File: src/core/odhi_map.vh
// Constants for the OLED driver host interface block
`ifndef ODHI_MAP_VH
`define ODHI_MAP_VH

// ---------------------------------------------------------------
// Command codes
// ---------------------------------------------------------------
`define ODHI_CMD_SOFT_RESET 8'h01
`define ODHI_CMD_DISPLAY 8'h02
`define ODHI_CMD_STANDBY 8'h03
`define ODHI_CMD_FRAME_RATE 8'h04
`define ODHI_CMD_BUS_WIDTH 8'h08
`define ODHI_CMD_NONE 8'h00

// ---------------------------------------------------------------
// Bus width codes (low two bits of the bus width parameter)
// ---------------------------------------------------------------
`define ODHI_WIDTH_8 2'h0
`define ODHI_WIDTH_16 2'h1
`define ODHI_WIDTH_6 2'h2

// ---------------------------------------------------------------
// Field positions inside parameter words
// ---------------------------------------------------------------
`define ODHI_FLD_ONOFF 0
`define ODHI_FLD_WIDTH_LO 0
`define ODHI_FLD_WIDTH_HI 1
`define ODHI_FLD_RATE_LO 0
`define ODHI_FLD_RATE_HI 7

// ---------------------------------------------------------------
// Values after hard or soft reset
// ---------------------------------------------------------------
`define ODHI_RST_WIDTH 2'h0
`define ODHI_RST_FRAME_RATE 8'h10
`define ODHI_RST_DISPLAY_ON 1'b0
`define ODHI_RST_STANDBY 1'b1
`define ODHI_RST_FULL_SIZE 1'b1

// ---------------------------------------------------------------
// Pin synchroniser layout: idle levels after reset
// {hard_reset_n, ps, c80, cs_n, a0, wr_n, rd_n, d[15:0]}
// ---------------------------------------------------------------
`define ODHI_SYNC_W 23
`define ODHI_SYNC_INIT 23'h4B0000
`define ODHI_SER_BITS 8

`endif

File: src/core/odhi_sync.v
// Two flip-flop synchroniser bank for asynchronous pins
`timescale 1ns/1ps
module odhi_sync #(
  parameter W = 1,
  parameter [W-1:0] INIT = {W{1'b0}}
) (
  input wire i_clk, // System clock
  input wire i_rst_n, // Active-low reset, asynchronous
  input wire [W-1:0] i_async, // Pin levels from outside the domain
  output wire [W-1:0] o_sync // Synchronised levels
);

  reg [W-1:0] meta_q;
  reg [W-1:0] sync_q;

  // First stage is read only by the second stage
  always @(posedge i_clk or negedge i_rst_n) begin
    if (!i_rst_n) begin
      meta_q <= INIT;
      sync_q <= INIT;
    end else begin
      meta_q <= i_async;
      sync_q <= meta_q;
    end
  end

  assign o_sync = sync_q;

endmodule // odhi_sync

File: src/core/odhi_ser.v
// Serial receiver: eight clock framing, MSB first, write only
`timescale 1ns/1ps
`include "odhi_map.vh"
module odhi_ser (
  input wire i_clk, // System clock
  input wire i_rst_n, // Active-low reset, asynchronous
  input wire i_enable, // Serial mode with chip select low
  input wire i_sclk_rise, // Rising edge of the serial clock seen
  input wire i_sdi, // Serial data level
  input wire i_a0, // Command/data select level
  output reg o_valid, // One-cycle pulse: byte complete
  output reg o_is_cmd, // Byte is a command
  output reg [7:0] o_byte // Received byte
);

  reg [2:0] cnt_q;
  reg [6:0] shift_q;

  always @(posedge i_clk or negedge i_rst_n) begin
    if (!i_rst_n) begin
      cnt_q <= 3'h0;
      shift_q <= 7'h00;
      o_valid <= 1'b0;
      o_is_cmd <= 1'b0;
      o_byte <= 8'h00;
    end else begin
      o_valid <= 1'b0;
      // Deselect drops a partial group so the next one starts aligned
      if (!i_enable) begin
        cnt_q <= 3'h0;
      end else if (i_sclk_rise) begin
        shift_q <= {shift_q[5:0], i_sdi};
        cnt_q <= cnt_q + 3'h1;
        if (cnt_q == 3'h7) begin
          o_byte <= {shift_q, i_sdi};
          o_is_cmd <= ~i_a0;
          o_valid <= 1'b1;
        end
      end
    end
  end

endmodule // odhi_ser

File: src/core/odhi_top.v
// Host port of the OLED driver: 8080, 6800 and serial command/data intake
// Functional notes
// - Interface strap high parallel, low serial
// - Family strap high 6800, low 8080
// - Transfers accepted only while chip select low
// - Select low means command, high means data
// - 8080 write latched on write strobe rise
// - 8080 data read completes on read rise
// - 6800 read/write: high read, low write
// - 6800 transfers complete on enable falling edge
// - Sixteen-bit data bus, driven only on reads
// - Parallel widths 6, 8, 16 both families
// - Serial: bit 1 data, bit 0 clock
// - Serial framed in groups of eight clocks
// - Serial mode never uses sixteen-bit width
// - New command overrides any earlier command
// - Command 08h changes host bus width
// - Oscillator stopped while in standby
// - Command 04h sets frame rate
// - Hard reset low initialises the device
// - Reset: display off, oscillator off, defaults
`timescale 1ns/1ps
`include "odhi_map.vh"
module odhi_top (
  input wire I_CLK, // System clock, 100 MHz
  input wire I_RESETN, // Active-low system reset
  input wire I_HARD_RESET_N, // Hard reset pin, active low
  input wire I_INTERFACE_KIND_STRAP, // High parallel, low serial
  input wire I_BUS_FAMILY_STRAP, // High 6800, low 8080
  input wire I_CHIP_SELECT_N, // Chip select, active low
  input wire I_COMMAND_DATA_SELECT, // Low command, high data
  input wire I_WRITE_STROBE_N, // 8080 write strobe / 6800 read-write
  input wire I_READ_STROBE_N, // 8080 read strobe / 6800 enable
  input wire [15:0] I_D, // Data bus input level
  output wire [15:0] O_D, // Data bus output value
  output wire O_D_OE, // Data bus output enable, high drives
  input wire [15:0] I_RD_DATA, // Read data from display memory
  input wire I_SIZE_SET, // Display size logic left full size
  output wire O_WR_VALID, // Pulse: word written by host
  output wire O_WR_IS_CMD, // Word was a command
  output wire [15:0] O_WR_DATA, // Written word, masked to width
  output wire O_RD_DONE, // Pulse: host read completed
  output wire O_CMD_OVERRIDE, // Pulse: command replaced pending one
  output wire O_WIDTH_REJECT, // Pulse: 16-bit refused in serial
  output wire [1:0] O_BUS_WIDTH, // Active bus width code
  output wire O_SERIAL_MODE, // Serial interface active
  output wire O_MODE_6800, // 6800 family active
  output wire O_DISPLAY_ON, // Display enabled
  output wire O_STANDBY, // Standby active
  output wire O_OSC_EN, // Internal oscillator running
  output wire O_FULL_SIZE, // Full-size display mode
  output wire [7:0] O_FRAME_RATE, // Frame rate setting
  output wire O_INIT // Device being initialised
);

  // ---------------------------------------------------------------
  // Reset release
  // ---------------------------------------------------------------
  reg rst_meta_q;
  reg rst_sync_q;
  wire rst_n;

  always @(posedge I_CLK or negedge I_RESETN) begin
    if (!I_RESETN) begin
      rst_meta_q <= 1'b0;
      rst_sync_q <= 1'b0;
    end else begin
      rst_meta_q <= 1'b1;
      rst_sync_q <= rst_meta_q;
    end
  end

  assign rst_n = rst_sync_q;

  // ---------------------------------------------------------------
  // Pin synchronisers
  // ---------------------------------------------------------------
  wire [`ODHI_SYNC_W-1:0] pins_s;
  wire hard_n_s;
  wire ps_s;
  wire c80_s;
  wire cs_n_s;
  wire a0_s;
  wire wr_s;
  wire rd_s;
  wire [15:0] d_s;

  odhi_sync #(
    .W(`ODHI_SYNC_W),
    .INIT(`ODHI_SYNC_INIT)
  ) u_sync (
    .i_clk(I_CLK),
    .i_rst_n(rst_n),
    .i_async({I_HARD_RESET_N, I_INTERFACE_KIND_STRAP, I_BUS_FAMILY_STRAP,
      I_CHIP_SELECT_N, I_COMMAND_DATA_SELECT, I_WRITE_STROBE_N,
      I_READ_STROBE_N, I_D}),
    .o_sync(pins_s)
  );

  assign {hard_n_s, ps_s, c80_s, cs_n_s, a0_s, wr_s, rd_s, d_s} = pins_s;

  // Previous synchronised levels for edge detection
  reg wr_p_q;
  reg rd_p_q;
  reg sclk_p_q;

  always @(posedge I_CLK or negedge rst_n) begin
    if (!rst_n) begin
      wr_p_q <= 1'b1;
      rd_p_q <= 1'b1;
      sclk_p_q <= 1'b0;
    end else begin
      wr_p_q <= wr_s;
      rd_p_q <= rd_s;
      sclk_p_q <= d_s[0];
    end
  end

  // ---------------------------------------------------------------
  // Mode decode and width helper
  // ---------------------------------------------------------------
  reg [1:0] width_q;
  wire par_mode = ps_s;
  wire m6800 = par_mode & c80_s;
  wire m8080 = par_mode & ~c80_s;
  wire sel = ~cs_n_s;
  wire init = ~hard_n_s;

  // Sixteen-bit setting falls back to eight bits on the serial link
  function [1:0] eff_width;
    input [1:0] w;
    input par;
    begin
      if (!par && w == `ODHI_WIDTH_16)
        eff_width = `ODHI_WIDTH_8;
      else
        eff_width = w;
    end
  endfunction

  function [15:0] mask_word;
    input [15:0] word;
    input [1:0] w;
    begin
      case (w)
        `ODHI_WIDTH_16: mask_word = word;
        `ODHI_WIDTH_6: mask_word = {10'h000, word[5:0]};
        default: mask_word = {8'h00, word[7:0]};
      endcase
    end
  endfunction

  wire [1:0] act_width = eff_width(width_q, par_mode);

  // ---------------------------------------------------------------
  // Parallel strobes
  // ---------------------------------------------------------------
  wire wr_rise = wr_s & ~wr_p_q;
  wire rd_rise = rd_s & ~rd_p_q;
  wire e_fall = ~rd_s & rd_p_q;
  wire wr80 = m8080 & sel & wr_rise;
  wire rd80 = m8080 & sel & rd_rise & a0_s;
  wire wr68 = m6800 & sel & e_fall & ~wr_s;
  wire rd68 = m6800 & sel & e_fall & wr_s & a0_s;
  wire par_wr = wr80 | wr68;

  // ---------------------------------------------------------------
  // Serial receiver
  // ---------------------------------------------------------------
  wire ser_valid;
  wire ser_is_cmd;
  wire [7:0] ser_byte;

  odhi_ser u_ser (
    .i_clk(I_CLK),
    .i_rst_n(rst_n),
    .i_enable(~par_mode & sel),
    .i_sclk_rise(d_s[0] & ~sclk_p_q),
    .i_sdi(d_s[1]),
    .i_a0(a0_s),
    .o_valid(ser_valid),
    .o_is_cmd(ser_is_cmd),
    .o_byte(ser_byte)
  );

  // Accepted word from whichever port is active
  wire acc_valid = ~init & (par_wr | (~par_mode & ser_valid));
  wire acc_cmd = par_mode ? ~a0_s : ser_is_cmd;
  wire [15:0] acc_raw = par_mode ? d_s : {8'h00, ser_byte};
  wire [15:0] acc_word = mask_word(acc_raw, act_width);

  // ---------------------------------------------------------------
  // Command and parameter decode
  // ---------------------------------------------------------------
  reg [7:0] cur_cmd_q;
  reg pending_q;
  reg display_q;
  reg standby_q;
  reg full_q;
  reg [7:0] rate_q;
  reg wr_valid_q;
  reg wr_cmd_q;
  reg [15:0] wr_data_q;
  reg override_q;
  reg reject_q;

  wire soft_rst = acc_valid & acc_cmd & (acc_word[7:0] == `ODHI_CMD_SOFT_RESET);

  always @(posedge I_CLK or negedge rst_n) begin
    if (!rst_n) begin
      cur_cmd_q <= `ODHI_CMD_NONE;
      pending_q <= 1'b0;
      width_q <= `ODHI_RST_WIDTH;
      display_q <= `ODHI_RST_DISPLAY_ON;
      standby_q <= `ODHI_RST_STANDBY;
      full_q <= `ODHI_RST_FULL_SIZE;
      rate_q <= `ODHI_RST_FRAME_RATE;
      override_q <= 1'b0;
      reject_q <= 1'b0;
    end else begin
      override_q <= 1'b0;
      reject_q <= 1'b0;
      if (init || soft_rst) begin
        cur_cmd_q <= `ODHI_CMD_NONE;
        pending_q <= 1'b0;
        width_q <= `ODHI_RST_WIDTH;
        display_q <= `ODHI_RST_DISPLAY_ON;
        standby_q <= `ODHI_RST_STANDBY;
        full_q <= `ODHI_RST_FULL_SIZE;
        rate_q <= `ODHI_RST_FRAME_RATE;
      end else begin
        if (I_SIZE_SET) begin
          full_q <= 1'b0;
        end
        if (acc_valid && acc_cmd) begin
          // A pending command loses its parameter slot to the new one
          override_q <= pending_q;
          cur_cmd_q <= acc_word[7:0];
          pending_q <= 1'b1;
        end else if (acc_valid && pending_q) begin
          // Only the first word after a command is its parameter; later words are data
          pending_q <= 1'b0;
          case (cur_cmd_q)
            `ODHI_CMD_DISPLAY: begin
              display_q <= acc_word[`ODHI_FLD_ONOFF];
            end
            `ODHI_CMD_STANDBY: begin
              standby_q <= acc_word[`ODHI_FLD_ONOFF];
            end
            `ODHI_CMD_FRAME_RATE: begin
              rate_q <= acc_word[`ODHI_FLD_RATE_HI:`ODHI_FLD_RATE_LO];
            end
            `ODHI_CMD_BUS_WIDTH: begin
              if (!par_mode &&
                  acc_word[`ODHI_FLD_WIDTH_HI:`ODHI_FLD_WIDTH_LO] == `ODHI_WIDTH_16) begin
                reject_q <= 1'b1;
              end else begin
                width_q <= acc_word[`ODHI_FLD_WIDTH_HI:`ODHI_FLD_WIDTH_LO];
              end
            end
            default: begin
              pending_q <= 1'b0;
            end
          endcase
        end
      end
    end
  end

  // ---------------------------------------------------------------
  // Write and read reporting
  // ---------------------------------------------------------------
  reg rd_done_q;

  always @(posedge I_CLK or negedge rst_n) begin
    if (!rst_n) begin
      wr_valid_q <= 1'b0;
      wr_cmd_q <= 1'b0;
      wr_data_q <= 16'h0000;
      rd_done_q <= 1'b0;
    end else begin
      wr_valid_q <= acc_valid;
      rd_done_q <= ~init & (rd80 | rd68);
      if (acc_valid) begin
        wr_cmd_q <= acc_cmd;
        wr_data_q <= acc_word;
      end
    end
  end

  // ---------------------------------------------------------------
  // Data bus drive for parallel reads
  // ---------------------------------------------------------------
  // Drive follows the synchronised strobes, so it trails the pins by
  // three cycles; well inside the output access window at 100 MHz
  reg oe_q;
  reg [15:0] dout_q;
  wire rd_phase80 = m8080 & ~rd_s;
  wire rd_phase68 = m6800 & wr_s & rd_s;
  wire drive = ~init & sel & a0_s & (rd_phase80 | rd_phase68);

  always @(posedge I_CLK or negedge rst_n) begin
    if (!rst_n) begin
      oe_q <= 1'b0;
      dout_q <= 16'h0000;
    end else begin
      oe_q <= drive;
      dout_q <= mask_word(I_RD_DATA, act_width);
    end
  end

  // ---------------------------------------------------------------
  // Outputs
  // ---------------------------------------------------------------
  assign O_D = dout_q;
  assign O_D_OE = oe_q;
  assign O_WR_VALID = wr_valid_q;
  assign O_WR_IS_CMD = wr_cmd_q;
  assign O_WR_DATA = wr_data_q;
  assign O_RD_DONE = rd_done_q;
  assign O_CMD_OVERRIDE = override_q;
  assign O_WIDTH_REJECT = reject_q;
  assign O_BUS_WIDTH = act_width;
  assign O_SERIAL_MODE = ~par_mode;
  assign O_MODE_6800 = m6800;
  assign O_DISPLAY_ON = display_q & ~standby_q;
  assign O_STANDBY = standby_q;
  assign O_OSC_EN = ~standby_q;
  assign O_FULL_SIZE = full_q;
  assign O_FRAME_RATE = rate_q;
  assign O_INIT = init;

endmodule // odhi_top

File: config.mk
export PLATFORM = sky130hd
export DESIGN_NAME = odhi_top
export DESIGN_NICKNAME = d
export VERILOG_FILES = /design/src/core/odhi_sync.v /design/src/core/odhi_ser.v /design/src/core/odhi_top.v
export VERILOG_INCLUDE_DIRS = /design/src /design/src/core
export SDC_FILE = /design/constraint.sdc
export NUM_CORES = 1
export LEC_CHECK = 0
export ABC_AREA = 1
export BUFFER_PORTS_ARGS = -buffer_cell sky130_fd_sc_hd__buf_2
export CORE_ASPECT_RATIO = 2
export CORE_MARGIN = 2
export CORE_UTILIZATION = 40
export CTS_CLUSTER_DIAMETER = 120
export DETAILED_ROUTE_END_ITERATION = 10
export GPL_TIMING_DRIVEN = 1
export SYNTH_ARGS = -nofsm -noshare
export SYNTH_HDL_FRONTEND = slang
export SYNTH_SLANG_ARGS = --single-unit
export TNS_END_PERCENT = 5
File: constraint.sdc
create_clock -name I_CLK -period 3.6 [get_ports I_CLK]
set_input_delay 0.54 -clock I_CLK [delete_from_list [all_inputs] [get_ports I_CLK]]
set_output_delay 0.54 -clock I_CLK [all_outputs]
set_load 0.01 [all_outputs]
==> results.yml <==
yosys:
  syn_avg_cell_area_um2: 10.7
  async_reset_ff_share_pct: 100
  synth_ff_type: "dfrtp_1"
  yosysMostFrequentCell: "dfrtp_1"
  ys_seq_area_share_pct: 70.4
  synth_top_area_share_pct: 63.1
  ys_seq_elements: 131
  synth_nets: 483
  synthCells: 437
  synth_top_cell_by_area: "dfrtp_1"
  synthTopCellsByCount: "dfrtp_1, nand2_1, inv_1"
  ys_types: 26
  synth_edf_count: 0
  synth.area.top_cells: "dfrtp_1, nand2_1, dfstp_2"
  synthesis.area_mm2: 0.00468
  synth_warnings: 0
worst_setup_path:
  worst_r2r_endpoint: "width_q[0]"
  r2r_slack_ns: 1.12
  crit_path_end_kind: "register"
  r2r-start: "u_sync.o_sync[21]"
  worstSetupPathType: "register to register"
  worst-path-max-fanout: 24
  arrival_ns: 2.77
  reg2reg_depth: 13
  required_ns: 3.90
  critical_path.startpoint_type: "register"
pwr:
  seqPwrFrac_pct: 44.5
  switchingPower_uw: 810
  p_leak_uw: 0.00316
  clkPwrFrac_pct: 50.8
  power_density_mw_per_mm2: 606
  internal-power_uw: 2780
  sw_frac_of_total_pct: 22.5
  irDropWorstVdd_uv: 375
  power_frac_comb_pct: 4.7
global_route:
  grt_pass1_vias: 3249
  gr-usage-all-layers_pct: 16.3
  grt_max_degree: 65
  antenna_found_initial: 0
  overflow: 0
  grt_pass1_wl_um: 15300
timing:
  finClkSkew_ns: 0.00632
  max_freq_mhz: 404
  period_share_pct: 68.8
  setup_tns_ns: 0
  finalHoldViolCount: 0
  rsz0062_at_grt: "false"
  setup_violations: 0
  slew_headroom_pct: 40.7
  maxSlewViolCount: 0
  fin_crit_ns: 2.48
  worstMarginPinSlew_ns: 0.887
  holdWs_ns: 0.223
placement:
  portBuffers: 96
  placed_area_mm2: 0.00529
  gp_congestion: 0.820
  dp_cells: 665
  hpwl_um: 6650
min_path:
  holdPathStages: 1
  hold_path_end: "u_sync.meta_q[22]"
  hold_path.class: "input pin to register"
  min_from: "I_HARD_RESET_N"
die:
  rows: 55
  start_util_pct: 41.2
  pin_count: 97
  die_x_um: 80.5
  design.core.area_mm2: 0.0114
  die_y_um: 157
  die_area_mm2: 0.0126
drt:
  num_vias: 3180
  viasPerCell: 4.56
  wl_per_cell_um: 13.2
  ant_nets: 0
  routed_wl_um: 9210
  drc: 0
  first_pass_iters: 4
  drtIter0Drc: 223
clock_network:
  cts-htree-levels: 4
  cts_resized: 0
  clock_latency_ns: 0.41
  cts_tree: "yes"
  clk_pin_slew_ns: 0.06
  cts_setup_buffers: 0
  cts_root_buffer: "clkbuf_16"
  cts.path.max_buffers: 2
  clock_sinks: 131
  holdBufCountCts: 1
  cts_buffers: 17
layout:
  post-route-cell-area_mm2: 0.00593
  syn_to_final_growth_pct: 26.7
  final_nets: 589
  drive_above_1_share_pct: 27.9
  stdcell_count: 698
  antennaDiodeCount: 0
outcome:
  outcome: "finished clean"
job:
  maxCapViolations: 0
-- per-stage QoR --
step / total power [µW] / setup slack [ns] / util [%]
after floorplan: 1710 / 1.38 / -
after CTS: 3630 / 1.08 / 52.2
after global placement: 1790 / 1.17 / 46.6
final: 3590 / 1.12 / 52.2
after detailed placement: 1800 / 1.10 / 46.6
after global routing: 3740 / 0.808 / 52.2
-- critical path, cell delays in order (launching register included) --
cell and delay (ns):
dfrtp_1 0.54, o21ai_0 0.29, inv_1 0.09, ha_1 0.32, inv_1 0.12, nand2_1 0.09
nand3_1 0.15, nand2_1 0.07, nor2_1 0.11, nand2_1 0.09, nand2_1 0.11, nand2_4 0.17
nand3_1 0.13, nand2_1 0.07
-- state kept, by name (all words and copies together) (netlist names), 2 cells and up --
| name | flops |
|---|---|
| O_WR_DATA | 16 |
| u_sync.o_sync | 23 |
| u_ser.shift_q | 7 |
| u_ser.cnt_q | 3 |
| u_sync.meta_q | 23 |
| O_FRAME_RATE | 8 |
| u_ser.o_byte | 8 |
| cur_cmd_q | 8 |
| O_D | 16 |
| width_q | 2 |
-- how the worst max path moves through the flow --
stage                                  from               to  cells after the start
final                     u_sync.o_sync[21]       width_q[0]                     13
after global routing      u_sync.o_sync[21]    O_WR_DATA[11]                      7
after CTS                 u_sync.o_sync[21]       width_q[0]                     13
after detailed placement  u_sync.o_sync[21]  O_FRAME_RATE[5]                     13
after global placement    u_sync.o_sync[21]  O_FRAME_RATE[0]                     13
after floorplan           u_sync.o_sync[21]       width_q[0]                     16
-- per-layer routing --
metal  wire length [µm]  vias to the layer above  GRT usage, %
met2               5160                       70          28.7
met4                411                        0          10.8
li1                   -                     1579             -
met1               3340                     1504          16.6
met3                297                       27          4.01
met5                  0                        -             0
-- cell usage in the layout, fill, tap and decap left out, drive strengths merged --
master and n:
nor3 5, nand3 33, dfrtp 118, clkbuf 18, o211ai 1, mux2 1, a22o 2, dfstp 13
nand4 6, or2 2, conb 1, dlygate4sd3 1, ha 4, o21ai 48, clkinvlp 2, bufinv 4
nand2 106, nor2 24, inv 64, clkinv 4, a21oi 1, buf 98
-- power groups by stage --
stage | registers [µW] | clock network (µW) | logic (µW)
floorplan | 1640 | 0 | 75.9
global placement | 1630 | 0 | 167
detailed placement | 1630 | 0 | 170
CTS | 1600 | 1860 | 172
global route | 1610 | 1930 | 193
finish | 1600 | 1820 | 169
-- final cells by class --
cell class	instances	area, µm²
Clock buffer	18	429
Clock inverter	14	201
Fill cell	1024	5430
Inverter	60	225
Multi-Input combinational cell	234	1090
Sequential cell	131	3300
Tap cell	142	178
Timing Repair Buffer	99	505
-- cell families after synthesis --
group,Yosys count,share of synthesized area (%)
other,1,0.0801
multiplexers,1,0.241
AND/OR/NAND/NOR,176,16.1
flip-flops,131,70.4
adder cells (fa/ha/maj),4,1.07
AO/OA/AOI/OAI,52,5.78
buffers and inverters,72,6.28
Note: power is estimated with default switching activity, not from simulation.
